File: config.mk
export PLATFORM = sky130hd
export DESIGN_NAME = ppam_top
export DESIGN_NICKNAME = d
export VERILOG_FILES = /design/src/ppam_pkg.sv /design/src/ppam_pad_group.sv /design/src/ppam_boot_latch.sv /design/src/ppam_top.sv
export SDC_FILE = /design/constraint.sdc
export NUM_CORES = 1
export LEC_CHECK = 0
export BUFFER_PORTS_ARGS = -buffer_cell sky130_fd_sc_hd__buf_4
export CORE_MARGIN = 8
export CORE_UTILIZATION = 45
export CTS_CLUSTER_DIAMETER = 30
export CTS_CLUSTER_SIZE = 30
export DETAILED_ROUTE_END_ITERATION = 6
export GPL_ROUTABILITY_DRIVEN = 0
export GPL_TIMING_DRIVEN = 0
export PLACE_DENSITY = 0.78
export SLEW_MARGIN = 20
export SYNTH_ARGS = -nofsm -noshare
export SYNTH_HDL_FRONTEND = slang
export SYNTH_SLANG_ARGS = --single-unit
export TNS_END_PERCENT = 1
File: constraint.sdc
create_clock -name clk -period 2.57 [get_ports clk]
set_clock_uncertainty 0.2 [all_clocks]
set_input_delay 0.514 -clock clk [delete_from_list [all_inputs] [get_ports clk]]
set_output_delay 0.514 -clock clk [all_outputs]
set_load 0.05 [all_outputs]
File: src/ppam_pkg.sv
// Shared constants and types for the parallel port address pin mux
package ppam_pkg;

    // ==========================================
    // Register map (APB byte addresses)
    localparam logic [11:0] ADDR_BUSCTL = 12'h000;
    localparam logic [11:0] ADDR_MGC1 = 12'h004;
    localparam logic [11:0] ADDR_MGC2 = 12'h008;
    localparam logic [11:0] ADDR_GDIR = 12'h00c;
    localparam logic [11:0] ADDR_GOUT = 12'h010;
    localparam logic [11:0] ADDR_STAT = 12'h014;
    localparam logic [11:0] ADDR_HOST = 12'h018;

    // ==========================================
    // Field positions
    localparam int BIT_HOLDER_EN = 0;
    localparam int BIT_CLK_HZ = 0;
    localparam int POS_GPIO_IN = 0;
    localparam int BIT_MEMIF_SEL = 8;
    localparam int BIT_IN_RESET = 9;
    localparam int BIT_HOLD = 10;
    localparam int BIT_OFF = 11;
    localparam int POS_HOST_ADDR = 16;

    // ==========================================
    // Reset values
    localparam logic [31:0] BUSCTL_RESET = 32'h0000_0001;
    localparam logic [31:0] MGC_RESET = 32'h0000_0000;
    localparam logic [3:0] GDIR_RESET = 4'h0;
    localparam logic [3:0] GOUT_RESET = 4'h0;
    localparam logic [31:0] RDATA_IDLE = 32'h0000_0000;

    // ==========================================
    // Pin widths
    localparam int UPPER_W = 4;
    localparam int LOWER_W = 16;
    localparam int CLK_N = 2;

    // ==========================================
    // Pin function state, one-hot
    typedef enum logic [2:0] {
        ST_RESET = 3'b001,
        ST_HOST = 3'b010,
        ST_MEMIF = 3'b100
    } ppam_state_t;

    // Causes that float the address pins
    typedef struct packed {
        logic in_reset;
        logic hold;
        logic off;
    } ppam_float_t;

endpackage

File: src/ppam_pad_group.sv
// One group of three-state address pads with a bus holder
`timescale 1ns/1ps
`default_nettype none

module ppam_pad_group
    import ppam_pkg::*;
#(
    parameter int W = 4
) (
    // Clock and reset
    input wire logic clk,
    input wire logic reset,
    // Requested drive
    input wire logic [W-1:0] drive_en,
    input wire logic [W-1:0] drive_val,
    input wire logic force_z,
    input wire logic holder_on,
    // Pad side
    output logic [W-1:0] pad_o,
    output logic [W-1:0] pad_oe,
    output logic [W-1:0] keep_en,
    output logic [W-1:0] keep_val
);

    logic [W-1:0] o_q, o_d, oe_q, oe_d, last_q, last_d;

    // ==========================================
    // Drive and holder level
    always_comb begin
        oe_d = force_z ? '0 : drive_en;
        o_d = drive_val;
        // Holder remembers only bits that were really driven
        last_d = (oe_q & o_q) | (~oe_q & last_q);
    end

    always_ff @(posedge clk) begin
        if (reset) begin
            o_q <= '0;
            oe_q <= '0;
            last_q <= '0;
        end else begin
            o_q <= o_d;
            oe_q <= oe_d;
            last_q <= last_d;
        end
    end

    assign pad_o = o_q;
    assign pad_oe = oe_q;
    assign keep_en = holder_on ? ~oe_q : '0;
    assign keep_val = last_d;

endmodule
`default_nettype wire

File: src/ppam_boot_latch.sv
// Boot-select sampler that reports the release of the device reset pin
`timescale 1ns/1ps
`default_nettype none

module ppam_boot_latch
    import ppam_pkg::*;
(
    // Clock and reset
    input wire logic clk,
    input wire logic reset,
    // Pins
    input wire logic reset_pin_n,
    input wire logic boot_select_pin,
    // Result
    output logic release_pulse,
    output logic boot_level
);

    logic sample_q, sample_d, prev_q, prev_d;

    // ==========================================
    // Sample while the pin reset is held
    always_comb begin
        sample_d = reset_pin_n ? sample_q : boot_select_pin;
        prev_d = reset_pin_n;
    end

    always_ff @(posedge clk) begin
        if (reset) begin
            sample_q <= 1'b0;
            prev_q <= 1'b0;
        end else begin
            sample_q <= sample_d;
            prev_q <= prev_d;
        end
    end

    // Level held on the last cycle of pin reset is the choice
    assign release_pulse = reset_pin_n & ~prev_q;
    assign boot_level = sample_q;

endmodule
`default_nettype wire

File: src/ppam_top.sv
// Address pin function mux with bus holders and APB control registers
//
// Decided for this implementation: the APB register port and the register addresses.
`timescale 1ns/1ps
`default_nettype none

// What this block does
// - Boot-select low gives the four upper pins to GPIO bits, high to memory address bits 21..18.
// - The function is fixed when the reset pin rises and held until the reset pin falls again.
// - In GPIO function the four GPIO bits come out of reset as inputs.
// - In memory function the upper pins float during reset and then drive zero.
// - A floated pin with holders on keeps the level it last drove.
// - Holders are on after reset and software switches them by a control bit.
// - Boot-select low gives the sixteen lower pins to host address, high to memory address 17..2.
// - In host function the sixteen host address pins are inputs after reset.
// - Host function is non-multiplexed with separate 16-bit address and data buses.
// - Each host access cycle moves exactly one 16-bit word.
// - The address pins float while hold is requested.
// - In hold each memory clock runs if its tristate bit is 0 and floats if 1.
// - The pins float in off mode: test reset 0, emulation zero 1, emulation one 0.
// - All address pins float while the reset pin is low.
module ppam_top
    import ppam_pkg::*;
(
    // Clock and reset
    input wire logic clk,
    input wire logic reset,
    // APB slave
    input wire logic psel,
    input wire logic penable,
    input wire logic pwrite,
    input wire logic [11:0] paddr,
    input wire logic [31:0] pwdata,
    output logic [31:0] prdata,
    output logic pready,
    output logic pslverr,
    // Device control pins
    input wire logic reset_pin_n,
    input wire logic boot_select_pin,
    input wire logic hold_pin_n,
    input wire logic test_reset_n,
    input wire logic emulation_pin_zero,
    input wire logic emulation_one_off_pin,
    // Upper address pins
    input wire logic [UPPER_W-1:0] addr_up_i,
    output logic [UPPER_W-1:0] addr_up_o,
    output logic [UPPER_W-1:0] addr_up_oe,
    output logic [UPPER_W-1:0] addr_up_keep_en,
    output logic [UPPER_W-1:0] addr_up_keep_val,
    // Lower address pins
    input wire logic [LOWER_W-1:0] addr_lo_i,
    output logic [LOWER_W-1:0] addr_lo_o,
    output logic [LOWER_W-1:0] addr_lo_oe,
    output logic [LOWER_W-1:0] addr_lo_keep_en,
    output logic [LOWER_W-1:0] addr_lo_keep_val,
    // Memory clocks
    input wire logic [CLK_N-1:0] memclk_src,
    output logic [CLK_N-1:0] memory_clock_output,
    output logic [CLK_N-1:0] memory_clock_oe,
    // Memory controller side
    input wire logic [UPPER_W-1:0] memif_addr_upper,
    input wire logic [LOWER_W-1:0] memif_addr_lower,
    // Host port side
    input wire logic host_strobe,
    input wire logic [LOWER_W-1:0] host_port_data,
    output logic [LOWER_W-1:0] host_port_address,
    output logic [LOWER_W-1:0] host_word,
    output logic host_word_valid,
    // Function status
    output logic func_memif,
    output logic func_host
);

    // ==========================================
    // Function selection
    ppam_state_t st_q, st_d;
    logic release_pulse, boot_level;

    ppam_boot_latch u_latch (
        .clk(clk),
        .reset(reset),
        .reset_pin_n(reset_pin_n),
        .boot_select_pin(boot_select_pin),
        .release_pulse(release_pulse),
        .boot_level(boot_level)
    );

    always_comb begin
        st_d = st_q;
        unique case (st_q)
            ST_RESET: begin
                if (release_pulse) begin
                    st_d = boot_level ? ST_MEMIF : ST_HOST;
                end
            end
            ST_HOST, ST_MEMIF: begin
                if (!reset_pin_n) begin
                    st_d = ST_RESET;
                end
            end
            default: st_d = ST_RESET;
        endcase
    end

    always_ff @(posedge clk) begin
        if (reset) begin
            st_q <= ST_RESET;
        end else begin
            st_q <= st_d;
        end
    end

    assign func_memif = (st_q == ST_MEMIF);
    assign func_host = (st_q == ST_HOST);

    // ==========================================
    // Float causes
    ppam_float_t flt;
    logic force_z;

    always_comb begin
        flt.in_reset = !reset_pin_n || (st_q == ST_RESET);
        flt.hold = !hold_pin_n;
        flt.off = !test_reset_n && emulation_pin_zero
            && !emulation_one_off_pin;
        force_z = flt.in_reset | flt.hold | flt.off;
    end

    // ==========================================
    // Registers
    logic [31:0] busctl_q, busctl_d, mgc1_q, mgc1_d, mgc2_q, mgc2_d;
    logic [UPPER_W-1:0] gdir_q, gdir_d, gout_q, gout_d;
    logic [31:0] rdata_q, rdata_d;
    logic err_q, err_d;
    logic wr_en, setup;
    logic [31:0] status;

    assign wr_en = psel && penable && pwrite;
    assign setup = psel && !penable;

    always_comb begin
        status = '0;
        status[POS_GPIO_IN +: UPPER_W] = addr_up_i;
        status[BIT_MEMIF_SEL] = func_memif;
        status[BIT_IN_RESET] = flt.in_reset;
        status[BIT_HOLD] = flt.hold;
        status[BIT_OFF] = flt.off;
    end

    always_comb begin
        busctl_d = busctl_q;
        mgc1_d = mgc1_q;
        mgc2_d = mgc2_q;
        gdir_d = gdir_q;
        gout_d = gout_q;
        rdata_d = rdata_q;
        err_d = err_q;
        if (wr_en) begin
            unique case (paddr)
                ADDR_BUSCTL: busctl_d = {31'h0, pwdata[BIT_HOLDER_EN]};
                ADDR_MGC1: mgc1_d = {31'h0, pwdata[BIT_CLK_HZ]};
                ADDR_MGC2: mgc2_d = {31'h0, pwdata[BIT_CLK_HZ]};
                ADDR_GDIR: gdir_d = pwdata[UPPER_W-1:0];
                ADDR_GOUT: gout_d = pwdata[UPPER_W-1:0];
                default: ;
            endcase
        end
        // Directions return to input whenever the pin reset is seen
        if (flt.in_reset) begin
            gdir_d = GDIR_RESET;
        end
        if (setup) begin
            err_d = 1'b0;
            unique case (paddr)
                ADDR_BUSCTL: rdata_d = busctl_q;
                ADDR_MGC1: rdata_d = mgc1_q;
                ADDR_MGC2: rdata_d = mgc2_q;
                ADDR_GDIR: rdata_d = {28'h0, gdir_q};
                ADDR_GOUT: rdata_d = {28'h0, gout_q};
                ADDR_STAT: begin
                    rdata_d = status;
                    err_d = pwrite;
                end
                ADDR_HOST: begin
                    rdata_d = {host_port_address, host_word};
                    err_d = pwrite;
                end
                default: begin
                    rdata_d = RDATA_IDLE;
                    err_d = 1'b1;
                end
            endcase
        end
    end

    always_ff @(posedge clk) begin
        if (reset) begin
            busctl_q <= BUSCTL_RESET;
            mgc1_q <= MGC_RESET;
            mgc2_q <= MGC_RESET;
            gdir_q <= GDIR_RESET;
            gout_q <= GOUT_RESET;
            rdata_q <= RDATA_IDLE;
            err_q <= 1'b0;
        end else begin
            busctl_q <= busctl_d;
            mgc1_q <= mgc1_d;
            mgc2_q <= mgc2_d;
            gdir_q <= gdir_d;
            gout_q <= gout_d;
            rdata_q <= rdata_d;
            err_q <= err_d;
        end
    end

    // Answer is prepared in setup so access needs no wait state
    assign pready = psel && penable;
    assign prdata = rdata_q;
    assign pslverr = pready && err_q;

    // ==========================================
    // Address sources and pads
    logic [UPPER_W-1:0] up_addr_q, up_addr_d, up_en, up_val;
    logic [LOWER_W-1:0] lo_addr_q, lo_addr_d, lo_en;

    always_comb begin
        // Held at zero outside memory function so drive starts at 0
        up_addr_d = func_memif ? memif_addr_upper : '0;
        lo_addr_d = func_memif ? memif_addr_lower : '0;
        up_en = func_memif ? '1 : (func_host ? gdir_q : '0);
        up_val = func_memif ? up_addr_q : gout_q;
        lo_en = func_memif ? '1 : '0;
    end

    always_ff @(posedge clk) begin
        if (reset) begin
            up_addr_q <= '0;
            lo_addr_q <= '0;
        end else begin
            up_addr_q <= up_addr_d;
            lo_addr_q <= lo_addr_d;
        end
    end

    ppam_pad_group #(.W(UPPER_W)) u_pad_up (
        .clk(clk),
        .reset(reset),
        .drive_en(up_en),
        .drive_val(up_val),
        .force_z(force_z),
        .holder_on(busctl_q[BIT_HOLDER_EN]),
        .pad_o(addr_up_o),
        .pad_oe(addr_up_oe),
        .keep_en(addr_up_keep_en),
        .keep_val(addr_up_keep_val)
    );

    ppam_pad_group #(.W(LOWER_W)) u_pad_lo (
        .clk(clk),
        .reset(reset),
        .drive_en(lo_en),
        .drive_val(lo_addr_q),
        .force_z(force_z),
        .holder_on(busctl_q[BIT_HOLDER_EN]),
        .pad_o(addr_lo_o),
        .pad_oe(addr_lo_oe),
        .keep_en(addr_lo_keep_en),
        .keep_val(addr_lo_keep_val)
    );

    // ==========================================
    // Memory clocks in hold
    logic [CLK_N-1:0] clk_hz;

    always_comb begin
        clk_hz = {mgc2_q[BIT_CLK_HZ], mgc1_q[BIT_CLK_HZ]};
        memory_clock_oe = flt.hold ? ~clk_hz : '1;
        memory_clock_output = memclk_src;
    end

    // ==========================================
    // Host port capture, one word per strobe
    logic strobe_q, strobe_d, hvalid_q, hvalid_d, take;
    logic [LOWER_W-1:0] haddr_q, haddr_d, hword_q, hword_d;

    always_comb begin
        take = host_strobe && !strobe_q && func_host && !force_z;
        strobe_d = host_strobe;
        hvalid_d = take;
        haddr_d = take ? addr_lo_i : haddr_q;
        hword_d = take ? host_port_data : hword_q;
    end

    always_ff @(posedge clk) begin
        if (reset) begin
            strobe_q <= 1'b0;
            hvalid_q <= 1'b0;
            haddr_q <= '0;
            hword_q <= '0;
        end else begin
            strobe_q <= strobe_d;
            hvalid_q <= hvalid_d;
            haddr_q <= haddr_d;
            hword_q <= hword_d;
        end
    end

    assign host_port_address = haddr_q;
    assign host_word = hword_q;
    assign host_word_valid = hvalid_q;

    // ==========================================
    // Checks
    a_reset_pins_float: assert property (@(posedge clk) disable iff (reset)
        !reset_pin_n |=> (addr_up_oe == '0) && (addr_lo_oe == '0))
        else $error("address pin driven during pin reset");
    a_hold_pins_float: assert property (@(posedge clk) disable iff (reset)
        !hold_pin_n |=> (addr_up_oe == '0) && (addr_lo_oe == '0))
        else $error("address pin driven during hold");
    a_off_pins_float: assert property (@(posedge clk) disable iff (reset)
        (!test_reset_n && emulation_pin_zero && !emulation_one_off_pin)
        |=> (addr_up_oe == '0) && (addr_lo_oe == '0))
        else $error("address pin driven in off mode");
    a_memclk_hold_hz: assert property (@(posedge clk) disable iff (reset)
        !hold_pin_n |-> (memory_clock_oe == ~{mgc2_q[0], mgc1_q[0]}))
        else $error("memory clock enable wrong in hold");
    a_boot_choice_map: assert property (@(posedge clk) disable iff (reset)
        (st_q == ST_RESET && release_pulse)
        |=> (func_memif == $past(boot_level)) && (func_host != func_memif))
        else $error("function does not follow boot select");
    a_choice_stays_fixed: assert property (@(posedge clk) disable iff (reset)
        (func_memif && reset_pin_n) |=> func_memif || !$past(reset_pin_n))
        else $error("function changed without pin reset");
    a_gpio_start_input: assert property (@(posedge clk) disable iff (reset)
        $rose(func_host) |-> (gdir_q == '0) ##1 (addr_up_oe == '0))
        else $error("gpio not input after reset");
    a_memif_drive_zero: assert property (@(posedge clk) disable iff (reset)
        ($rose(func_memif) && !force_z) ##1 !force_z
        |=> (addr_up_oe == '1) && (addr_up_o == '0) && (addr_lo_o == '0))
        else $error("memory address not zero after reset");
    a_host_pins_input: assert property (@(posedge clk) disable iff (reset)
        func_host |=> (addr_lo_oe == '0))
        else $error("host address pin driven");
    a_holder_keeps_level: assert property (@(posedge clk) disable iff (reset)
        (addr_up_oe[0] ##1 !addr_up_oe[0])
        |-> addr_up_keep_val[0] == $past(addr_up_o[0]))
        else $error("holder lost the last driven level");
    a_holder_default_on: assert property (@(posedge clk)
        $fell(reset) |-> busctl_q[BIT_HOLDER_EN])
        else $error("holders not enabled after reset");
    a_host_one_word: assert property (@(posedge clk) disable iff (reset)
        take |=> host_word_valid && (host_word == $past(host_port_data))
        ##1 !host_word_valid)
        else $error("host word not captured once");

endmodule
`default_nettype wire

==> metrics.txt, run 1 <==
adder and majority gate portion of the synthesized area=0.173%; # IOs=267; # H-tree levels=4; Crit Path Max Fanout=9; antenna cells=0; EDFF count, synth=0; global-route wire length before repair=27,800 um; Startpoint Class=flip-flop; Ys Warns=0; Hold Slack=91.1 ps; vias per cell=5.07; crit path max-delay cell type=dfxtp_1; Global Route Usage Sum=21.5%; FF+latch count, synth=148; FILL cells=1,008; Synth Area in Compound Gates=13.8%; final non-filler cell total=1,036; XOR/XNOR Fraction of Synth Area=0%; family with the most delay on the worst path=buffers and inverters; part of the cycle the worst path needs=96.8%; status=finished, final reports clean; Main synth FF type=dfxtp_1; placed cells=1,007; synth top area cells=dfxtp_1, nor2b_1, a21oi_1; fin crit period=2490 ps; clk buf depth=2; r2r setup slk=230 ps; data arrival time of the worst path=1770 ps; FF-to-FF path depth=6; ys async rst share=0%; proportion of netlist area held by the largest area contributor=51.3%; achievable frequency=402 MHz; Leakage=3.76 nW; worst r2r dst=host_port_address[6]$_SDFFE_PP0P_; die width=129 um; CP Class=reg2out; pwr/cell area=611 mW/mm2; final setup fails=0; CTS Sinks=148; hold_sp=memif_addr_lower[15]; worst vdd ir=465 uV; Worst path depth=4; Critical Path RT=1860 ps; critical path cell sequence=nor2_1, nand2_1, clkinv_2, buf_4; simple-gate portion of the synthesized area=19.2%; Hold Buf Count CTS=0; Buf/Inv on CP=2; largest net degree at the start of global routing=25; Worst slew margin=58.0%; Tot Pwr=0.00513 W; via count=5,251; global route overflow=0; hold depth=2; Synth Instances=601; number of CTS-inserted buffers=17; Final Max Slew Viols=0; Hold Vio Cnt, Final=0; maxcap violations=0; mapped cell area=0.00577 mm2; DR iter-0 viols=371; Cell Area, Placed=0.00775 mm2; Hold Path End=lo_addr_q[15]$_SDFF_PP0_; TritonCTS clock tree=yes; Initial Utilization=45.9%; # rows=41; root buf cell=clkbuf_16; r2r startpoint=st_q[0]$_SDFFE_PP1P_; pin slew with the least headroom to its limit=630 ps; WL final=18,500 um; register area share after synthesis=51.3%; most common cell in the netlist=dfxtp_1; syn_area_per_cell=9.61 um2; layout cells sized above 1=38.3%; DIE HEIGHT=129 um; Residual DRC=0; core footprint=0.0126 mm2; antenna violations before repair=0; Routed Antenna Nets=0; Nets=968; area leader, netlist=dfxtp_1; routed wire length per instance=17.8 um; PortBufs=234; hold crit path type=in2reg; CP Capture Type=output port; post-synthesis mux area share=6.05%; top post-synthesis cells by count=dfxtp_1, a21oi_1, nor2b_1, o21ai_0, inv_1; dpl hpwl=14,400 um; RSZ-0062 raised after global routing=yes; Die ar.=0.0167 mm2; Area Overhead vs Synth=45.3%; Skew-Pair Late Insertion Delay=420 ps; vias in the first global route=5,295; Syn Nets=715; slowest stage delay, CP=460 ps; largest family of logic cells by synthesized area=simple AND/OR/NAND/NOR gates; Worst-path clk slew=50 ps; count of different cell masters after synthesis=43; fin area=0.00839 mm2; TritonRoute pass-1 iters=5
[state kept, by name, indices dropped and copies added, names as in the netlist, 3 cells and up]
register           flops
lo_addr_q             16
u_pad_lo.pad_o        16
host_port_address     16
gdir_q                 4
up_addr_q              4
u_pad_up.pad_oe        4
u_pad_up.pad_o         4
gout_q                 4
u_pad_lo.last_q       16
prdata                32
st_q                   3
host_word             16
u_pad_up.last_q        4
[routing by layer]
layer  wire length [um]  up-vias  GRT usage (%)
met3               1690       48           6.57
met5                  0        -              0
li1                   -     2514              -
met2               9160      242           36.7
met1               6920     2447           23.6
met4                687        0           11.5
[area by class of cell]
class / instances / area, um2 / share of cell area (%)
plain buffers: 69 / 413 / 4.92
inverters: 36 / 136 / 1.63
clock inverters: 3 / 90.1 / 1.07
well taps: 172 / 215 / 2.56
flip-flops and latches: 148 / 2970 / 35.4
repair buffers: 235 / 1760 / 21.0
clock buffers: 26 / 529 / 6.31
multi-input cells: 347 / 2280 / 27.1
[through the flow]
step	setup TNS (ps)	util [%]	setup WS, ps
6_report	0	66.8	83.1
5_1_grt	-35.1	66.8	-35.1
4_1_cts	0	66.7	27.9
3_5_place_dp	-4020	61.7	-217
3_3_place_gp	-2260	61.7	-160
2_1_floorplan	0	-	9.62
[power by group]
part           internal (W)  total, W  switching [W]  leakage (nW)
Combinational      0.000122  0.000261       0.000140          2.26
Sequential          0.00230   0.00231     0.00000613          1.19
Clock               0.00169   0.00256       0.000868         0.305
Total               0.00411   0.00513        0.00101          3.76
[cell usage in the layout, fill, tap and decap left out, types with 12 or more instances in the layout]
cell         n
a21oi_1     55
a22o_1      24
and2_1      21
buf_4      267
clkbuf_1    34
clkbuf_16   17
dfxtp_1    147
inv_1       35
mux2_2      21
nand2_1     19
nand2b_1    12
nor2_1      15
nor2b_1     45
o21ai_0     46
or3_1       34
[worst max path at each step]
stage | slack (ps) | startpoint | to
floorplan | 10 | u_pad_lo.pad_oe[14]$_SDFF_PP0_ | addr_lo_keep_val[10]
global placement | -160 | u_pad_lo.pad_oe[14]$_SDFF_PP0_ | addr_lo_keep_val[12]
detailed placement | -220 | u_pad_lo.pad_oe[14]$_SDFF_PP0_ | addr_lo_keep_val[12]
CTS | 30 | u_pad_lo.pad_oe[14]$_SDFF_PP0_ | addr_lo_keep_val[12]
global route | -40 | st_q[0]$_SDFFE_PP1P_ | func_memif
finish | 80 | st_q[0]$_SDFFE_PP1P_ | func_memif
[timing repair]
item / in CTS / in global routing
gates resized for setup: 4 / 1
setup buffers: 0 / 1
endpoints found under the hold margin: 0 / 0
endpoints found under the setup margin: 33 / 36
pin swaps: 0 / 0
[cells by family (layout without fill, tap and decap cells)]
group | Yosys count | after routing
AND/OR/NAND/NOR | 180 | 180
flip-flops | 148 | 148
AO/OA/AOI/OAI | 135 | 135
buffers and inverters | 106 | 369
multiplexers | 31 | 31
adder cells (fa/ha/maj) | 1 | 1
No activity file was read; power rests on OpenSTA's default activity.
==> inputs of run 2 (changes only) <==
- ABC_CLOCK_PERIOD_IN_PS: not set -> 2570
- SYNTH_HIERARCHICAL: not set -> 1
==> metrics.txt, run 2 <==
Worst path depth=5 (was 4); worst vdd ir=387 uV (was 465 uV); FF+latch count, synth=163 (was 148); Residual DRC=0 (unchanged); CP Capture Type=output port (unchanged); DR iter-0 viols=273 (was 371); FF-to-FF path depth=6 (unchanged); CP Class=reg2out (unchanged); global route overflow=0 (unchanged); Die ar.=0.0175 mm2 (was 0.0167 mm2); clk buf depth=2 (unchanged); TritonRoute pass-1 iters=5 (unchanged); max reg flops=32 (unchanged); # rows=42 (was 41); fin crit period=2430 ps (was 2490 ps); family with the most delay on the worst path=buffers and inverters (unchanged); WL final=18,500 um (about the same); Skew-Pair Late Insertion Delay=420 ps (about the same); final setup fails=0 (unchanged); Synth Instances=584 (was 601); number of CTS-inserted buffers=17 (unchanged); Routed Antenna Nets=0 (unchanged); PortBufs=236 (was 234); Global Route Usage Sum=20.7% (was 21.5%); vias in the first global route=5,619 (was 5,295); core footprint=0.0132 mm2 (was 0.0126 mm2); Worst slew margin=56.7% (was 58.0%); Area Overhead vs Synth=43.2% (was 45.3%); Worst-path clk slew=60 ps (was 50 ps); area leader, netlist=dfxtp_1 (unchanged); layout cells sized above 1=37.3% (was 38.3%); mapped cell area=0.00608 mm2 (was 0.00577 mm2); global-route wire length before repair=29,000 um (was 27,800 um); # H-tree levels=4 (unchanged); most common cell after layout, fill and taps aside=buf_4 (unchanged); TritonCTS clock tree=yes (unchanged); most frequent cells in the layout=buf_4, dfxtp_1, nand2_1 (was buf_4, dfxtp_1, a21oi_1); count of different cell masters after synthesis=49 (was 43); syn_area_per_cell=10.4 um2 (was 9.61 um2); FILL cells=1,059 (was 1,008); postcts setup bufs=0 (unchanged); most common cell in the netlist=dfxtp_1 (unchanged); GR Util met1=22.0% (was 23.6%); RSZ-0062 raised after global routing=no (was yes); fin util=65.8% (was 66.8%); # IOs=267 (unchanged); maxcap violations=0 (unchanged); CTS Sinks=163 (was 148); Cell Area, Placed=0.00808 mm2 (was 0.00775 mm2); synth top area cells=dfxtp_1, mux2i_1, nor2b_1 (was dfxtp_1, nor2b_1, a21oi_1); top post-synthesis cells by count=dfxtp_1, nand2_1, nor2b_1 (was dfxtp_1, a21oi_1, nor2b_1, o21ai_0, inv_1); Startpoint Class=flip-flop (unchanged); pin slew with the least headroom to its limit=649 ps (was 630 ps); status=finished, final reports clean (unchanged); Comb power frac=5.5% (was 5.1%); pwr/cell area=633 mW/mm2 (was 611 mW/mm2); placed cells=996 (was 1,007); fin area=0.00871 mm2 (was 0.00839 mm2); Total Neg Setup Slack=0 ps (unchanged); largest net degree at the start of global routing=27 (was 25); DIE HEIGHT=132 um (was 129 um); critical path cell sequence=buf_2, nand2b_1, nor2_1, clkbuf_4, buf_4 (was nor2_1, nand2_1, clkinv_2, buf_4); data arrival time of the worst path=1710 ps (was 1770 ps); final non-filler cell total=1,028 (was 1,036); vias per cell=5.07 (about the same); EDFF count, synth=0 (unchanged); GR peak layer=met2 (unchanged); part of the cycle the worst path needs=94.5% (was 96.8%); Psw=0.00120 W (was 0.00101 W); hold crit path type=in2reg (unchanged); Hold Slack=123 ps (was 91.1 ps); antenna violations before repair=0 (unchanged); Buf/Inv on CP=3 (was 2); hold depth=3 (was 2); die width=132 um (was 129 um); antenna cells=0 (unchanged); Ys Warns=6 (was 0); sequential share of power=46.1% (was 45.0%); routed wire length per instance=18.0 um (was 17.8 um); Crit Path Max Fanout=26 (was 9); Main synth FF type=dfxtp_1 (unchanged); Syn Nets=698 (was 715); root buf cell=clkbuf_16 (unchanged); clock network power share=48.3% (was 49.9%); Hold Vio Cnt, Final=0 (unchanged); Int Pwr=0.00432 W (was 0.00411 W); ys async rst share=0% (unchanged); via count=5,213 (was 5,251); GR Util met2=35.5% (was 36.7%); Initial Utilization=45.9% (about the same); dpl hpwl=14,400 um (about the same); met3 GRT Util=8.69% (was 6.57%); Final Max Slew Viols=0 (unchanged); slowest stage delay, CP=310 ps (was 460 ps); achievable frequency=412 MHz (was 402 MHz); sw frac=21.7% (was 19.8%); Critical Path RT=1860 ps (about the same); Nets=953 (was 968); crit path max-delay cell type=clkbuf_4 (was dfxtp_1); proportion of netlist area held by the largest area contributor=53.6% (was 51.3%); Leakage=3.86 nW (was 3.76 nW); register area share after synthesis=53.6% (was 51.3%)
## run 2: layer usage
layer	share of wire, %	vias to the layer above
met1	40	2412
met2	48	260
met5	0	-
li1	-	2510
met3	9.6	31
met4	2.1	0
## run 2: path summary, 6_finish.rpt
| path | end | from | slack (ps) |
|---|---|---|---|
| setup / recovery | func_memif | st_q[2]$_SDFFE_PP0P_ | 140 |
| hold / removal | u_latch/boot_level$_SDFFE_PP0N_ | boot_select_pin | 120 |
| setup reg to reg | host_port_address[14]$_SDFFE_PP0P_ | st_q[2]$_SDFFE_PP0P_ | 460 |
| hold reg to reg | u_pad_lo/pad_o[13]$_SDFF_PP0_ | lo_addr_q[13]$_SDFF_PP0_ | 240 |
## run 2: metrics by stage
step | total power, W | setup WS (ps)
finish | 0.00552 | 141
CTS | 0.00556 | 13.9
detailed placement | 0.00291 | 14.2
global placement | 0.00290 | 85.1
floorplan | 0.00274 | 201
global route | 0.00570 | 9.94
## run 2: area by class of cell
class | count | area (um2) | area share [%]
repair buffers | 236 | 1770 | 20.3
multi-input cells | 387 | 2640 | 30.3
clock inverters | 14 | 203 | 2.33
flip-flops and latches | 163 | 3260 | 37.5
inverters | 1 | 3.75 | 0.0431
well taps | 176 | 220 | 2.53
clock buffers | 18 | 429 | 4.93
plain buffers | 33 | 179 | 2.05
## run 2: logic make-up after synthesis
group / Yosys count / share of synthesized area, %
AO/OA/AOI/OAI: 73 / 8.60
buffers and inverters: 34 / 2.94
flip-flops: 163 / 53.6
multiplexers: 67 / 12.0
AND/OR/NAND/NOR: 247 / 22.9
## run 2: worst register-to-register path: stages, from the launching register on
cell and delay [ps]:
dfxtp_1 290, buf_2 160, nor3b_2 370, nand3b_1 170
nor2_2 390, buf_6 240, mux2i_1 220
## run 2: timing repair
action | in CTS | in global routing
hold buffers | 0 | 0
gates resized for setup | 2 | 1
endpoints found under the setup margin | 1 | 10
cloned | 0 | 0
## run 2: power by group through the flow
stage | combinational [W] | clock, W | sequential [W]
CTS | 0.000307 | 0.00271 | 0.00254
detailed placement | 0.000305 | 0 | 0.00260
global placement | 0.000296 | 0 | 0.00260
floorplan | 0.000136 | 0 | 0.00260
global route | 0.000331 | 0.00283 | 0.00254
finish | 0.000306 | 0.00266 | 0.00255
